===== src/hdl/gpdr_params.svh =====
// Register offsets, field masks, reset values and bus codes of the GPIO ports.
`ifndef GPDR_PARAMS_SVH
`define GPDR_PARAMS_SVH

// ************************************************************
// Address map
// ************************************************************
`define GPDR_BASE 32'h5002_0000
`define GPDR_REGION_MASK 32'hFFFF_FC00
`define GPDR_PORT_LSB 8
`define GPDR_OFF_DATA 8'h00
`define GPDR_OFF_DIR 8'h04
`define GPDR_OFF_SETCLR 8'h08
`define GPDR_OFF_DEBOUNCE 8'h0C
`define GPDR_OFF_POLARITY 8'h10
`define GPDR_OFF_SENSE 8'h14
`define GPDR_OFF_IRQ_EN 8'h18
`define GPDR_OFF_IRQ_DIS 8'h1C
`define GPDR_OFF_MASK_STAT 8'h20
`define GPDR_OFF_RAW_STAT 8'h24
`define GPDR_OFF_MSK_CLR 8'h28
`define GPDR_OFF_PULL 8'h30
`define GPDR_OFF_OTYPE 8'h34
`define GPDR_OFF_AF_LOW 8'h38
`define GPDR_OFF_AF_HIGH 8'h3C
`define GPDR_OFF_ADC_TRIG 8'h40

// ************************************************************
// Reset values and writable masks
// ************************************************************
`define GPDR_DATA_RST 16'hFFFF
`define GPDR_DIR_RST 16'hFFFF
`define GPDR_CFG_RST 32'h0000_0000
`define GPDR_DEBOUNCE_WMASK 32'hFFFF_FF07
`define GPDR_SENSE_WMASK 32'h0000_FFFF
`define GPDR_FULL_WMASK 32'hFFFF_FFFF

// ************************************************************
// Bus response codes
// ************************************************************
`define GPDR_RESP_OKAY 2'h0
`define GPDR_RESP_DECERR 2'h3

`endif


===== src/hdl/gpdr_pkg.sv =====
// Types shared by the GPIO port register block.
package gpdr_pkg;

  // ************************************************************
  // Held write request
  // ************************************************************
  typedef struct packed {
    logic [31:0] addr;
    logic [31:0] data;
    logic [3:0] strb;
  } gpdr_wreq_t;

endpackage


===== src/hdl/gpdr_port_regs.sv =====
// Four 16-pin GPIO ports with their register file behind AXI4-Lite.
//
// Behaviour
// - four ports, bases 0x100 apart, base plus offset
// - data register drives output pins
// - data read returns sampled input pins
// - data register resets to all ones
// - upper data and direction bits read zero
// - direction bit zero output, resets input
// - upper set/clear bit clears data bit
// - lower set/clear bit sets data bit
// - set/clear bits self-clear after one cycle
// - zero set/clear bits leave data unchanged
// - set and clear together means clear
// - set/clear write-only, reads zero
// - interrupt enable write-only, reads zero
// - interrupt disable write-only, reads zero
// - mask and raw status read-only, reset zero
// - masked status readable, write one clears
// - enable unmasks, disable masks, mask readable
// - no interrupts for output or hardware pins
// - only unmasked interrupts reach the request
`timescale 1ns/1ps
`include "gpdr_params.svh"
module gpdr_port_regs (
  // Clock, reset and clock enable
  input logic core_clk,
  input logic rst_n,
  input logic ce,
  // AXI4-Lite write address and data
  input logic s_axi_awvalid,
  output logic s_axi_awready,
  input logic [31:0] s_axi_awaddr,
  input logic s_axi_wvalid,
  output logic s_axi_wready,
  input logic [31:0] s_axi_wdata,
  input logic [3:0] s_axi_wstrb,
  // AXI4-Lite write response
  output logic s_axi_bvalid,
  input logic s_axi_bready,
  output logic [1:0] s_axi_bresp,
  // AXI4-Lite read
  input logic s_axi_arvalid,
  output logic s_axi_arready,
  input logic [31:0] s_axi_araddr,
  output logic s_axi_rvalid,
  input logic s_axi_rready,
  output logic [31:0] s_axi_rdata,
  output logic [1:0] s_axi_rresp,
  // Pins, port index major
  input logic [3:0][15:0] padIn,
  output logic [3:0][15:0] padOut,
  output logic [3:0][15:0] padOeN,
  // Interrupt request per port
  output logic [3:0] irqReq
);

  // ************************************************************
  // Helpers
  // ************************************************************
  function automatic logic [31:0] laneMask(input logic [3:0] strb);
    logic [31:0] m;
    m = 32'h0000_0000;
    for (int b = 0; b < 4; b++)
    begin
      m[b*8 +: 8] = {8{strb[b]}};
    end
    return m;
  endfunction

  function automatic logic regionHit(input logic [31:0] addr);
    return (addr & `GPDR_REGION_MASK) == `GPDR_BASE;
  endfunction

  // Slot of a plain storage register: bit 3 flags a hit.
  function automatic logic [3:0] cfgSlot(input logic [7:0] off);
    case (off)
      `GPDR_OFF_DEBOUNCE: cfgSlot = 4'h8;
      `GPDR_OFF_POLARITY: cfgSlot = 4'h9;
      `GPDR_OFF_SENSE: cfgSlot = 4'hA;
      `GPDR_OFF_PULL: cfgSlot = 4'hB;
      `GPDR_OFF_OTYPE: cfgSlot = 4'hC;
      `GPDR_OFF_AF_LOW: cfgSlot = 4'hD;
      `GPDR_OFF_AF_HIGH: cfgSlot = 4'hE;
      `GPDR_OFF_ADC_TRIG: cfgSlot = 4'hF;
      default: cfgSlot = 4'h0;
    endcase
  endfunction

  function automatic logic [31:0] cfgWmask(input logic [2:0] idx);
    case (idx)
      3'h0: cfgWmask = `GPDR_DEBOUNCE_WMASK;
      3'h2: cfgWmask = `GPDR_SENSE_WMASK;
      default: cfgWmask = `GPDR_FULL_WMASK;
    endcase
  endfunction

  // A pin with a nonzero alternate function field is under hardware control.
  function automatic logic [15:0] pinHw(input logic [31:0] afl,
                                        input logic [31:0] afh);
    logic [15:0] hw;
    hw = 16'h0000;
    for (int i = 0; i < 8; i++)
    begin
      hw[i] = |afl[i*4 +: 4];
      hw[i+8] = |afh[i*4 +: 4];
    end
    return hw;
  endfunction

  // ************************************************************
  // State
  // ************************************************************
  logic awready_ff;
  logic wready_ff;
  logic bvalid_ff;
  logic [1:0] bresp_ff;
  logic arready_ff;
  logic rvalid_ff;
  logic [31:0] rdata_ff;
  logic [1:0] rresp_ff;
  gpdr_pkg::gpdr_wreq_t pend_ff;
  logic [3:0][15:0] portData_ff;
  logic [3:0][15:0] portDir_ff;
  logic [3:0][15:0] irqMask_ff;
  logic [3:0][15:0] irqRaw_ff;
  logic [3:0][7:0][31:0] cfg_ff;
  logic [3:0][15:0] syncA_ff;
  logic [3:0][15:0] syncB_ff;
  logic [3:0][15:0] syncC_ff;
  logic [3:0] irqReq_ff;

  logic [3:0][15:0] nxt_portData;
  logic [3:0][15:0] nxt_portDir;
  logic [3:0][15:0] nxt_irqMask;
  logic [3:0][15:0] nxt_irqRaw;
  logic [3:0][7:0][31:0] nxt_cfg;
  logic [3:0][15:0] pinEvent;
  logic [31:0] rdWord;
  logic rdHit;

  logic wrFire;
  logic wrHit;
  logic [1:0] wrPort;
  logic [7:0] wrOff;
  logic [31:0] wrMask;
  logic [31:0] wrBits;
  logic [15:0] setBits;
  logic [15:0] clrBits;
  logic [3:0] cfgW;
  logic [1:0] rdPort;
  logic [7:0] rdOff;
  logic [3:0] cfgR;

  // A write fires once both halves are held and no response is pending.
  assign wrFire = ce && !awready_ff && !wready_ff && !bvalid_ff;
  assign wrHit = regionHit(pend_ff.addr);
  assign wrPort = pend_ff.addr[`GPDR_PORT_LSB +: 2];
  assign wrOff = pend_ff.addr[7:0];
  assign wrMask = laneMask(pend_ff.strb);
  assign wrBits = pend_ff.data & wrMask;
  assign setBits = wrBits[15:0];
  assign clrBits = wrBits[31:16];
  assign cfgW = cfgSlot(wrOff);
  assign rdPort = s_axi_araddr[`GPDR_PORT_LSB +: 2];
  assign rdOff = s_axi_araddr[7:0];
  assign cfgR = cfgSlot(rdOff);

  // ************************************************************
  // Next state of the port registers
  // ************************************************************
  always_comb
  begin
    logic sel;
    logic [15:0] hw;
    logic [15:0] nowIn;
    logic [15:0] oldIn;
    logic [31:0] pol;
    logic [15:0] lvl;
    sel = 1'b0;
    hw = 16'h0000;
    nowIn = 16'h0000;
    oldIn = 16'h0000;
    pol = 32'h0000_0000;
    lvl = 16'h0000;
    for (int p = 0; p < 4; p++)
    begin
      sel = wrFire && wrHit && (wrPort == 2'(p));
      nxt_portData[p] = portData_ff[p];
      nxt_portDir[p] = portDir_ff[p];
      nxt_irqMask[p] = irqMask_ff[p];
      nxt_cfg[p] = cfg_ff[p];
      if (sel)
      begin
        case (wrOff)
          `GPDR_OFF_DATA:
            nxt_portData[p] = (portData_ff[p] & ~wrMask[15:0]) |
                              wrBits[15:0];
          `GPDR_OFF_DIR:
            nxt_portDir[p] = (portDir_ff[p] & ~wrMask[15:0]) |
                             wrBits[15:0];
          // The pulse lives only in this cycle, so nothing is stored.
          `GPDR_OFF_SETCLR:
            nxt_portData[p] = (portData_ff[p] | setBits) &
                              ~clrBits;
          `GPDR_OFF_IRQ_EN:
            nxt_irqMask[p] = irqMask_ff[p] | setBits;
          `GPDR_OFF_IRQ_DIS:
            nxt_irqMask[p] = irqMask_ff[p] & ~setBits;
          default:
            if (cfgW[3])
            begin
              nxt_cfg[p][cfgW[2:0]] =
                (cfg_ff[p][cfgW[2:0]] & ~(wrMask & cfgWmask(cfgW[2:0]))) |
                (wrBits & cfgWmask(cfgW[2:0]));
            end
        endcase
      end
      // Edge and level detection on the synchronised, filtered-free input.
      hw = pinHw(cfg_ff[p][5], cfg_ff[p][6]);
      nowIn = syncB_ff[p];
      oldIn = syncC_ff[p];
      pol = cfg_ff[p][1];
      lvl = cfg_ff[p][2][15:0];
      pinEvent[p] = 16'h0000;
      for (int i = 0; i < 16; i++)
      begin
        if (lvl[i])
          pinEvent[p][i] = nowIn[i] == pol[i];
        else if (pol[i+16])
          pinEvent[p][i] = nowIn[i] ^ oldIn[i];
        else if (pol[i])
          pinEvent[p][i] = nowIn[i] & ~oldIn[i];
        else
          pinEvent[p][i] = ~nowIn[i] & oldIn[i];
      end
      pinEvent[p] = pinEvent[p] & portDir_ff[p] & ~hw;
      // A new event wins over a clear in the same cycle.
      nxt_irqRaw[p] = irqRaw_ff[p];
      if (sel && wrOff == `GPDR_OFF_MSK_CLR)
        nxt_irqRaw[p] = irqRaw_ff[p] & ~setBits;
      nxt_irqRaw[p] = nxt_irqRaw[p] | pinEvent[p];
    end
  end

  // ************************************************************
  // Read multiplexer
  // ************************************************************
  always_comb
  begin
    rdWord = 32'h0000_0000;
    rdHit = regionHit(s_axi_araddr);
    if (rdHit)
    begin
      case (rdOff)
        `GPDR_OFF_DATA:
          rdWord = {16'h0000, (portDir_ff[rdPort] & syncB_ff[rdPort]) |
                   (~portDir_ff[rdPort] & portData_ff[rdPort])};
        `GPDR_OFF_DIR:
          rdWord = {16'h0000, portDir_ff[rdPort]};
        `GPDR_OFF_MASK_STAT:
          rdWord = {16'h0000, irqMask_ff[rdPort]};
        `GPDR_OFF_RAW_STAT:
          rdWord = {16'h0000, irqRaw_ff[rdPort]};
        `GPDR_OFF_MSK_CLR:
          rdWord = {16'h0000, irqRaw_ff[rdPort] & irqMask_ff[rdPort]};
        default:
          // Write-only and unassigned offsets fall here and read zero.
          if (cfgR[3])
            rdWord = cfg_ff[rdPort][cfgR[2:0]];
      endcase
    end
  end

  // ************************************************************
  // AXI4-Lite write channel
  // ************************************************************
  always_ff @(posedge core_clk)
  begin
    if (!rst_n)
    begin
      awready_ff <= 1'b1;
      wready_ff <= 1'b1;
      bvalid_ff <= 1'b0;
      bresp_ff <= `GPDR_RESP_OKAY;
      pend_ff <= '0;
    end
    else if (ce)
    begin
      if (s_axi_awvalid && awready_ff)
      begin
        pend_ff.addr <= s_axi_awaddr;
        awready_ff <= 1'b0;
      end
      if (s_axi_wvalid && wready_ff)
      begin
        pend_ff.data <= s_axi_wdata;
        pend_ff.strb <= s_axi_wstrb;
        wready_ff <= 1'b0;
      end
      if (wrFire)
      begin
        bvalid_ff <= 1'b1;
        bresp_ff <= wrHit ? `GPDR_RESP_OKAY : `GPDR_RESP_DECERR;
      end
      if (bvalid_ff && s_axi_bready)
      begin
        bvalid_ff <= 1'b0;
        awready_ff <= 1'b1;
        wready_ff <= 1'b1;
      end
    end
  end

  // ************************************************************
  // AXI4-Lite read channel
  // ************************************************************
  always_ff @(posedge core_clk)
  begin
    if (!rst_n)
    begin
      arready_ff <= 1'b1;
      rvalid_ff <= 1'b0;
      rdata_ff <= 32'h0000_0000;
      rresp_ff <= `GPDR_RESP_OKAY;
    end
    else if (ce)
    begin
      if (s_axi_arvalid && arready_ff)
      begin
        arready_ff <= 1'b0;
        rvalid_ff <= 1'b1;
        rdata_ff <= rdWord;
        rresp_ff <= rdHit ? `GPDR_RESP_OKAY : `GPDR_RESP_DECERR;
      end
      if (rvalid_ff && s_axi_rready)
      begin
        rvalid_ff <= 1'b0;
        arready_ff <= 1'b1;
      end
    end
  end

  // ************************************************************
  // Pin data and direction
  // ************************************************************
  always_ff @(posedge core_clk)
  begin
    if (!rst_n)
    begin
      portData_ff <= {4{`GPDR_DATA_RST}};
      portDir_ff <= {4{`GPDR_DIR_RST}};
    end
    else if (ce)
    begin
      portData_ff <= nxt_portData;
      portDir_ff <= nxt_portDir;
    end
  end

  // ************************************************************
  // Interrupt mask, status and request
  // ************************************************************
  always_ff @(posedge core_clk)
  begin
    if (!rst_n)
    begin
      irqMask_ff <= '0;
      irqRaw_ff <= '0;
      irqReq_ff <= 4'h0;
    end
    else if (ce)
    begin
      irqMask_ff <= nxt_irqMask;
      irqRaw_ff <= nxt_irqRaw;
      for (int p = 0; p < 4; p++)
      begin
        irqReq_ff[p] <= |(nxt_irqRaw[p] & nxt_irqMask[p]);
      end
    end
  end

  // ************************************************************
  // Storage registers and input synchronisers
  // ************************************************************
  always_ff @(posedge core_clk)
  begin
    if (!rst_n)
      cfg_ff <= {32{`GPDR_CFG_RST}};
    else if (ce)
      cfg_ff <= nxt_cfg;
  end

  // Pins are asynchronous; the third stage only serves edge detection.
  always_ff @(posedge core_clk)
  begin
    if (!rst_n)
    begin
      syncA_ff <= '0;
      syncB_ff <= '0;
      syncC_ff <= '0;
    end
    else if (ce)
    begin
      syncA_ff <= padIn;
      syncB_ff <= syncA_ff;
      syncC_ff <= syncB_ff;
    end
  end

  assign s_axi_awready = awready_ff;
  assign s_axi_wready = wready_ff;
  assign s_axi_bvalid = bvalid_ff;
  assign s_axi_bresp = bresp_ff;
  assign s_axi_arready = arready_ff;
  assign s_axi_rvalid = rvalid_ff;
  assign s_axi_rdata = rdata_ff;
  assign s_axi_rresp = rresp_ff;
  assign padOut = portData_ff;
  assign padOeN = portDir_ff;
  assign irqReq = irqReq_ff;

  // ************************************************************
  // Checks
  // ************************************************************
  logic [15:0] srtSet0;
  logic [15:0] srtClr0;
  logic wrSel0;
  assign wrSel0 = wrFire && wrHit && wrPort == 2'h0;
  assign srtSet0 = (wrSel0 && wrOff == `GPDR_OFF_SETCLR) ?
                   (setBits & ~clrBits) : 16'h0000;
  assign srtClr0 = (wrSel0 && wrOff == `GPDR_OFF_SETCLR) ?
                   clrBits : 16'h0000;

  property p_reset_vals;
    @(posedge core_clk)
    $rose(rst_n) |-> (portData_ff[0] == 16'hFFFF &&
                      portDir_ff[3] == 16'hFFFF && irqMask_ff[1] == 16'h0);
  endproperty
  a_reset_vals: assert property (p_reset_vals)
    else $error("Port registers left reset with wrong values.");

  property p_set_bits;
    @(posedge core_clk) disable iff (!rst_n)
    srtSet0 != 16'h0000 |=>
      (portData_ff[0] & $past(srtSet0)) == $past(srtSet0);
  endproperty
  a_set_bits: assert property (p_set_bits)
    else $error("Set pulse did not raise data bits.");

  property p_clr_bits;
    @(posedge core_clk) disable iff (!rst_n)
    srtClr0 != 16'h0000 |=> (portData_ff[0] & $past(srtClr0)) == 16'h0000;
  endproperty
  a_clr_bits: assert property (p_clr_bits)
    else $error("Clear pulse did not lower data bits.");

  property p_keep_bits;
    @(posedge core_clk) disable iff (!rst_n)
    (wrSel0 && wrOff == `GPDR_OFF_SETCLR) |=>
      ((portData_ff[0] ^ $past(portData_ff[0])) &
       ~($past(srtSet0) | $past(srtClr0))) == 16'h0000;
  endproperty
  a_keep_bits: assert property (p_keep_bits)
    else $error("Set/clear touched unselected data bits.");

  property p_dir_pins;
    @(posedge core_clk) disable iff (!rst_n)
    (wrSel0 && wrOff == `GPDR_OFF_DIR && wrMask[15:0] == 16'hFFFF) |=>
      padOeN[0] == $past(wrBits[15:0]);
  endproperty
  a_dir_pins: assert property (p_dir_pins)
    else $error("Direction write not on pin enables next cycle.");

  property p_upper_zero;
    @(posedge core_clk) disable iff (!rst_n)
    (s_axi_arvalid && arready_ff && ce &&
     (rdOff == `GPDR_OFF_DATA || rdOff == `GPDR_OFF_DIR)) |=>
      rdata_ff[31:16] == 16'h0000;
  endproperty
  a_upper_zero: assert property (p_upper_zero)
    else $error("Reserved upper bits read nonzero.");

  property p_wo_zero;
    @(posedge core_clk) disable iff (!rst_n)
    (s_axi_arvalid && arready_ff && ce && (rdOff == `GPDR_OFF_SETCLR ||
     rdOff == `GPDR_OFF_IRQ_EN || rdOff == `GPDR_OFF_IRQ_DIS)) |=>
      (rvalid_ff && rdata_ff == 32'h0000_0000);
  endproperty
  a_wo_zero: assert property (p_wo_zero)
    else $error("Write-only register read nonzero.");

  property p_enable_mask;
    @(posedge core_clk) disable iff (!rst_n)
    (wrSel0 && wrOff == `GPDR_OFF_IRQ_EN) |=>
      (irqMask_ff[0] & $past(setBits)) == $past(setBits);
  endproperty
  a_enable_mask: assert property (p_enable_mask)
    else $error("Enable write did not unmask.");

  property p_no_out_irq;
    @(posedge core_clk) disable iff (!rst_n)
    ((irqRaw_ff[0] & ~$past(irqRaw_ff[0])) & ~$past(portDir_ff[0])) == 16'h0;
  endproperty
  a_no_out_irq: assert property (p_no_out_irq)
    else $error("Output pin raised an interrupt.");

  property p_irq_req;
    @(posedge core_clk) disable iff (!rst_n)
    irqReq_ff[0] == |(irqRaw_ff[0] & irqMask_ff[0]);
  endproperty
  a_irq_req: assert property (p_irq_req)
    else $error("Interrupt request disagrees with masked status.");

endmodule


===== config.mk =====
export PLATFORM = sky130hd
export DESIGN_NAME = gpdr_port_regs
export DESIGN_NICKNAME = d
export VERILOG_FILES = /design/src/hdl/gpdr_pkg.sv /design/src/hdl/gpdr_port_regs.sv
export VERILOG_INCLUDE_DIRS = /design/src /design/src/hdl
export SDC_FILE = /design/constraint.sdc
export NUM_CORES = 2
export LEC_CHECK = 0
export BUFFER_PORTS_ARGS = -buffer_cell sky130_fd_sc_hd__buf_2
export CORE_MARGIN = 2
export CORE_UTILIZATION = 50
export DETAILED_ROUTE_END_ITERATION = 12
export PLACE_DENSITY = 0.75
export SLEW_MARGIN = 20
export SYNTH_ARGS = -nofsm -noshare
export SYNTH_HDL_FRONTEND = slang
export SYNTH_SLANG_ARGS = --single-unit

===== constraint.sdc =====
create_clock -name core_clk -period 5.6 [get_ports core_clk]
set_input_delay 1.12 -clock core_clk [delete_from_list [all_inputs] [get_ports core_clk]]
set_output_delay 1.12 -clock core_clk [all_outputs]
set_load 0.02 [all_outputs]

==> results.py <==
metrics = {
    "sta": {
        "clock.fmax_mhz": 214.7,
        "rsz0062_at_grt": "false",
        "tightest_slew_ns": 1.377,
        "layout_min_cycle_time_ns": 4.658,
        "setup-violations-final": 0,
        "layout_setup_ws_ns": 0.9423,
        "post-route-period-util": 0.8317,
        "fin_tns_setup_ns": 0,
        "clock_skew_ns": 0.04900,
        "relSlewSlack": 0.07249,
        "holdWs_ns": 0.4514,
        "drv_slew": 0,
        "hold_viol": 0,
    },
    "synthesis": {
        "synth-compound-area-share": 0.2116,
        "synth_cell_types": 90,
        "synth_cells": 8921,
        "ys_async_sr_fraction": 0,
        "avgSynthCellArea_um2": 8.789,
        "synthXorXnorAreaFrac": 0.007372,
        "synth-edff-count": 0,
        "synth_top_area_share": 0.4042,
        "synthFlopType": "dfxtp_1",
        "synth_simple_gate_area_share": 0.1438,
        "synth_fp_nets": 9221,
        "ys_top_cells_by_area": "dfxtp_1 40%, mux4_2 8.3%, mux2i_1 7.7%, o21ai_0 6.2%, a21oi_1 5.8%",
        "ys_ff_latch": 1583,
        "yosys.area_share.adder": 0.02043,
        "yosys.area.top_type": "dfxtp_1",
        "yosys_warnings": 0,
        "ys_seq_area_frac": 0.4042,
        "synthesis.area_mm2": 0.07841,
        "synth_top_family_by_area": "compound AO/OA/AOI/OAI gates",
        "synthMuxAreaShare": 0.1685,
    },
    "routing": {
        "wirelength_um": 408400,
        "routedWlPerCell_um": 36.44,
        "drc": 0,
        "vias": 79970,
        "drt_iter0_drc": 13950,
        "ant_nets": 0,
        "viasPerCell": 7.135,
        "dr.pass1.iters": 7,
    },
    "grt": {
        "grt_pass1_wl_um": 558800,
        "grt_usage": 0.4932,
        "grt_pass1_vias": 71950,
        "grt_start_max_net_pins": 228,
        "antenna_found_initial": 45,
        "overflow": 0,
    },
    "critical_path": {
        "r2r_setup_slack_ns": 0.94,
        "r2r-start": "pend_ff[38]",
        "reg2reg_depth": 6,
        "worstSetupEndpoint": "cfg_ff[387]",
        "arrival_ns": 5.35,
        "cp_max_fo": 16,
        "critPathLaunchType": "register",
        "critPathCaptureType": "register",
        "path_class": "register to register",
        "required_ns": 6.29,
        "crit_start": "pend_ff[38]",
        "reg2reg_to": "cfg_ff[387]",
    },
    "status": {
        "status": "finished, final reports clean",
    },
    "layout": {
        "multiInputGateArea_mm2": 0.04384,
        "syn_to_final_growth_pct": 13.74,
        "fin_util": 0.5716,
        "layout.area.seq_mm2": 0.03170,
        "fill_cells": 13820,
        "drive_gt1_frac": 0.1536,
        "fin_cells": 11210,
        "fin_nets": 9281,
    },
    "floorplanning": {
        "start_util": 0.5025,
        "io_pins": 345,
        "dieArea_mm2": 0.1600,
        "die_width_um": 400,
        "rows": 145,
        "die_h_um": 400,
        "core_area_mm2": 0.1560,
    },
    "clock_tree": {
        "cts_buffer_depth": 3,
        "clk_latency_ns": 0.86,
        "clock_sinks": 1583,
        "clk_pin_slew_worst_paths_ns": 0.07,
        "ctsHtreeMaxLevel": 4,
        "cts_buffers": 171,
        "cts_resized": 0,
        "post_cts_buffers": 0,
        "cts_hold_buf": 0,
        "cts-root-buf": "clkbuf_16",
        "cts_tree": "done",
    },
    "job": {
        "max-cap-violations": 0,
    },
    "place": {
        "place_ws_ns": 0.6236,
        "hpwl_um": 291500,
        "portBuffers": 344,
        "dp.cells": 10870,
        "gp_congestion": 1.092,
    },
    "power": {
        "power_density_mw_per_mm2": 289.2,
        "ir_drop_uv": 346.4,
        "p_leak_uw": 0.03380,
        "clockPowerShare": 0.477,
        "p_int_uw": 18990,
        "p_comb_frac": 0.075,
        "p_sw_frac": 0.2635,
        "pwr-share-seq": 0.448,
        "p_sw_uw": 6794,
    },
    "worst_hold_path": {
        "min_path_cells": 2,
        "hold_class": "register to register",
    },
}
==> cells in the final DEF (no fill, tap or decap), drive strengths merged, types with 80 or more instances in the layout <==
| cell | count |
|---|---|
| dfxtp | 1583 |
| o21ai | 1131 |
| nand2 | 992 |
| a21oi | 913 |
| buf | 632 |
| mux2i | 603 |
| nor2 | 587 |
| nand3 | 444 |
| mux4 | 288 |
| clkbuf | 229 |
| and2 | 155 |
| inv | 155 |
| ha | 128 |
| o22ai | 122 |
| nor4 | 110 |
| a211oi | 80 |
==> layout make-up <==
type	count	area share
Tap cell	2058	0.02887
Multi-Input combinational cell	6446	0.4916
Inverter	147	0.006271
Clock buffer	229	0.05403
Sequential cell	1583	0.3554
Antenna cell	31	0.0008699
Timing Repair Buffer	632	0.04965
Clock inverter	82	0.01323
==> power by group through the flow <==
stage	Sequential, uW	Combinational (uW)	Clock, uW
after global routing	11500	1980	12700
after floorplan	11700	1180	0
after global placement	11800	1820	0
after CTS	11500	1850	12200
final	11600	1940	12300
after detailed placement	11800	1840	0
==> cell usage after synthesis, drive strengths merged (12+ instances only) <==
| master | instances |
|---|---|
| a2111oi | 13 |
| a211oi | 80 |
| a21boi | 18 |
| a21oi | 913 |
| a221o | 17 |
| a222oi | 23 |
| a22o | 28 |
| a22oi | 72 |
| a311oi | 24 |
| a31oi | 47 |
| a32o | 48 |
| a41o | 26 |
| and2 | 155 |
| buf | 187 |
| clkbuf | 558 |
| dfxtp | 1583 |
| ha | 128 |
| inv | 147 |
| mux2 | 61 |
| mux2i | 603 |
| mux4 | 288 |
| nand2 | 992 |
| nand3 | 444 |
| nand4 | 61 |
| nor2 | 587 |
| nor2b | 22 |
| nor3 | 58 |
| nor4 | 110 |
| o211ai | 25 |
| o21ai | 1131 |
| o221ai | 19 |
| o22a | 28 |
| o22ai | 122 |
| o2bb2ai | 14 |
| o31ai | 25 |
| o41a | 62 |
| o41ai | 12 |
| xnor2 | 63 |
==> worst min-delay path by stage <==
stage | from | endpoint | slack, ns
final | s_axi_rdata[28] | s_axi_rdata[28] | 0.45
after global routing | pend_ff[59] | pend_ff[59] | 0.47
after CTS | s_axi_rdata[16] | s_axi_rdata[16] | 0.46
after detailed placement | cfg_ff[774] | cfg_ff[774] | 0.44
after global placement | s_axi_rdata[31] | s_axi_rdata[31] | 0.43
after floorplan | cfg_ff[771] | cfg_ff[771] | 0.42
==> registers in the layout, indices dropped and copies added, names as in the netlist, 4 cells and up, named ones only <==
register     cells
cfg_ff        1024
pend_ff         68
s_axi_rdata     32
syncB_ff        64
irqRaw_ff       64
irqMask_ff      64
syncA_ff        64
irqReq           4
syncC_ff        64
==> critical path: stages, from the launching register on <==
cell and delay, ns:
dfxtp_1 0.76, nor4b_2 1.05, nand2_1 0.56, nand2_2 0.80, nand3_1 0.18, a31oi_1 0.95
a21oi_1 0.19
==> logic make-up after synthesis <==
family	Yosys count
adders and majority gates	128
buffers and inverters	892
AOI/OAI and AO/OA	2804
muxes	952
and+or+nand+nor	2496
DFF	1583
xor gates and xnor gates	66
==> metal layers <==
metal,track usage,part of all wire,vias up
li1,-,-,32940
met1,0.6132,0.35,38230
met2,0.6604,0.38,7062
met3,0.2191,0.17,1716
met4,0.3813,0.099,26
met5,0,0.00045,-
==> per-stage QoR <==
step	power (uW)	area, um2
6_report	25790	89180
5_1_grt	26210	89110
4_1_cts	25600	89040
3_5_place_dp	13630	83040
3_3_place_gp	13610	82970
2_1_floorplan	12860	78410
Note: power is estimated with default switching activity, not from simulation.
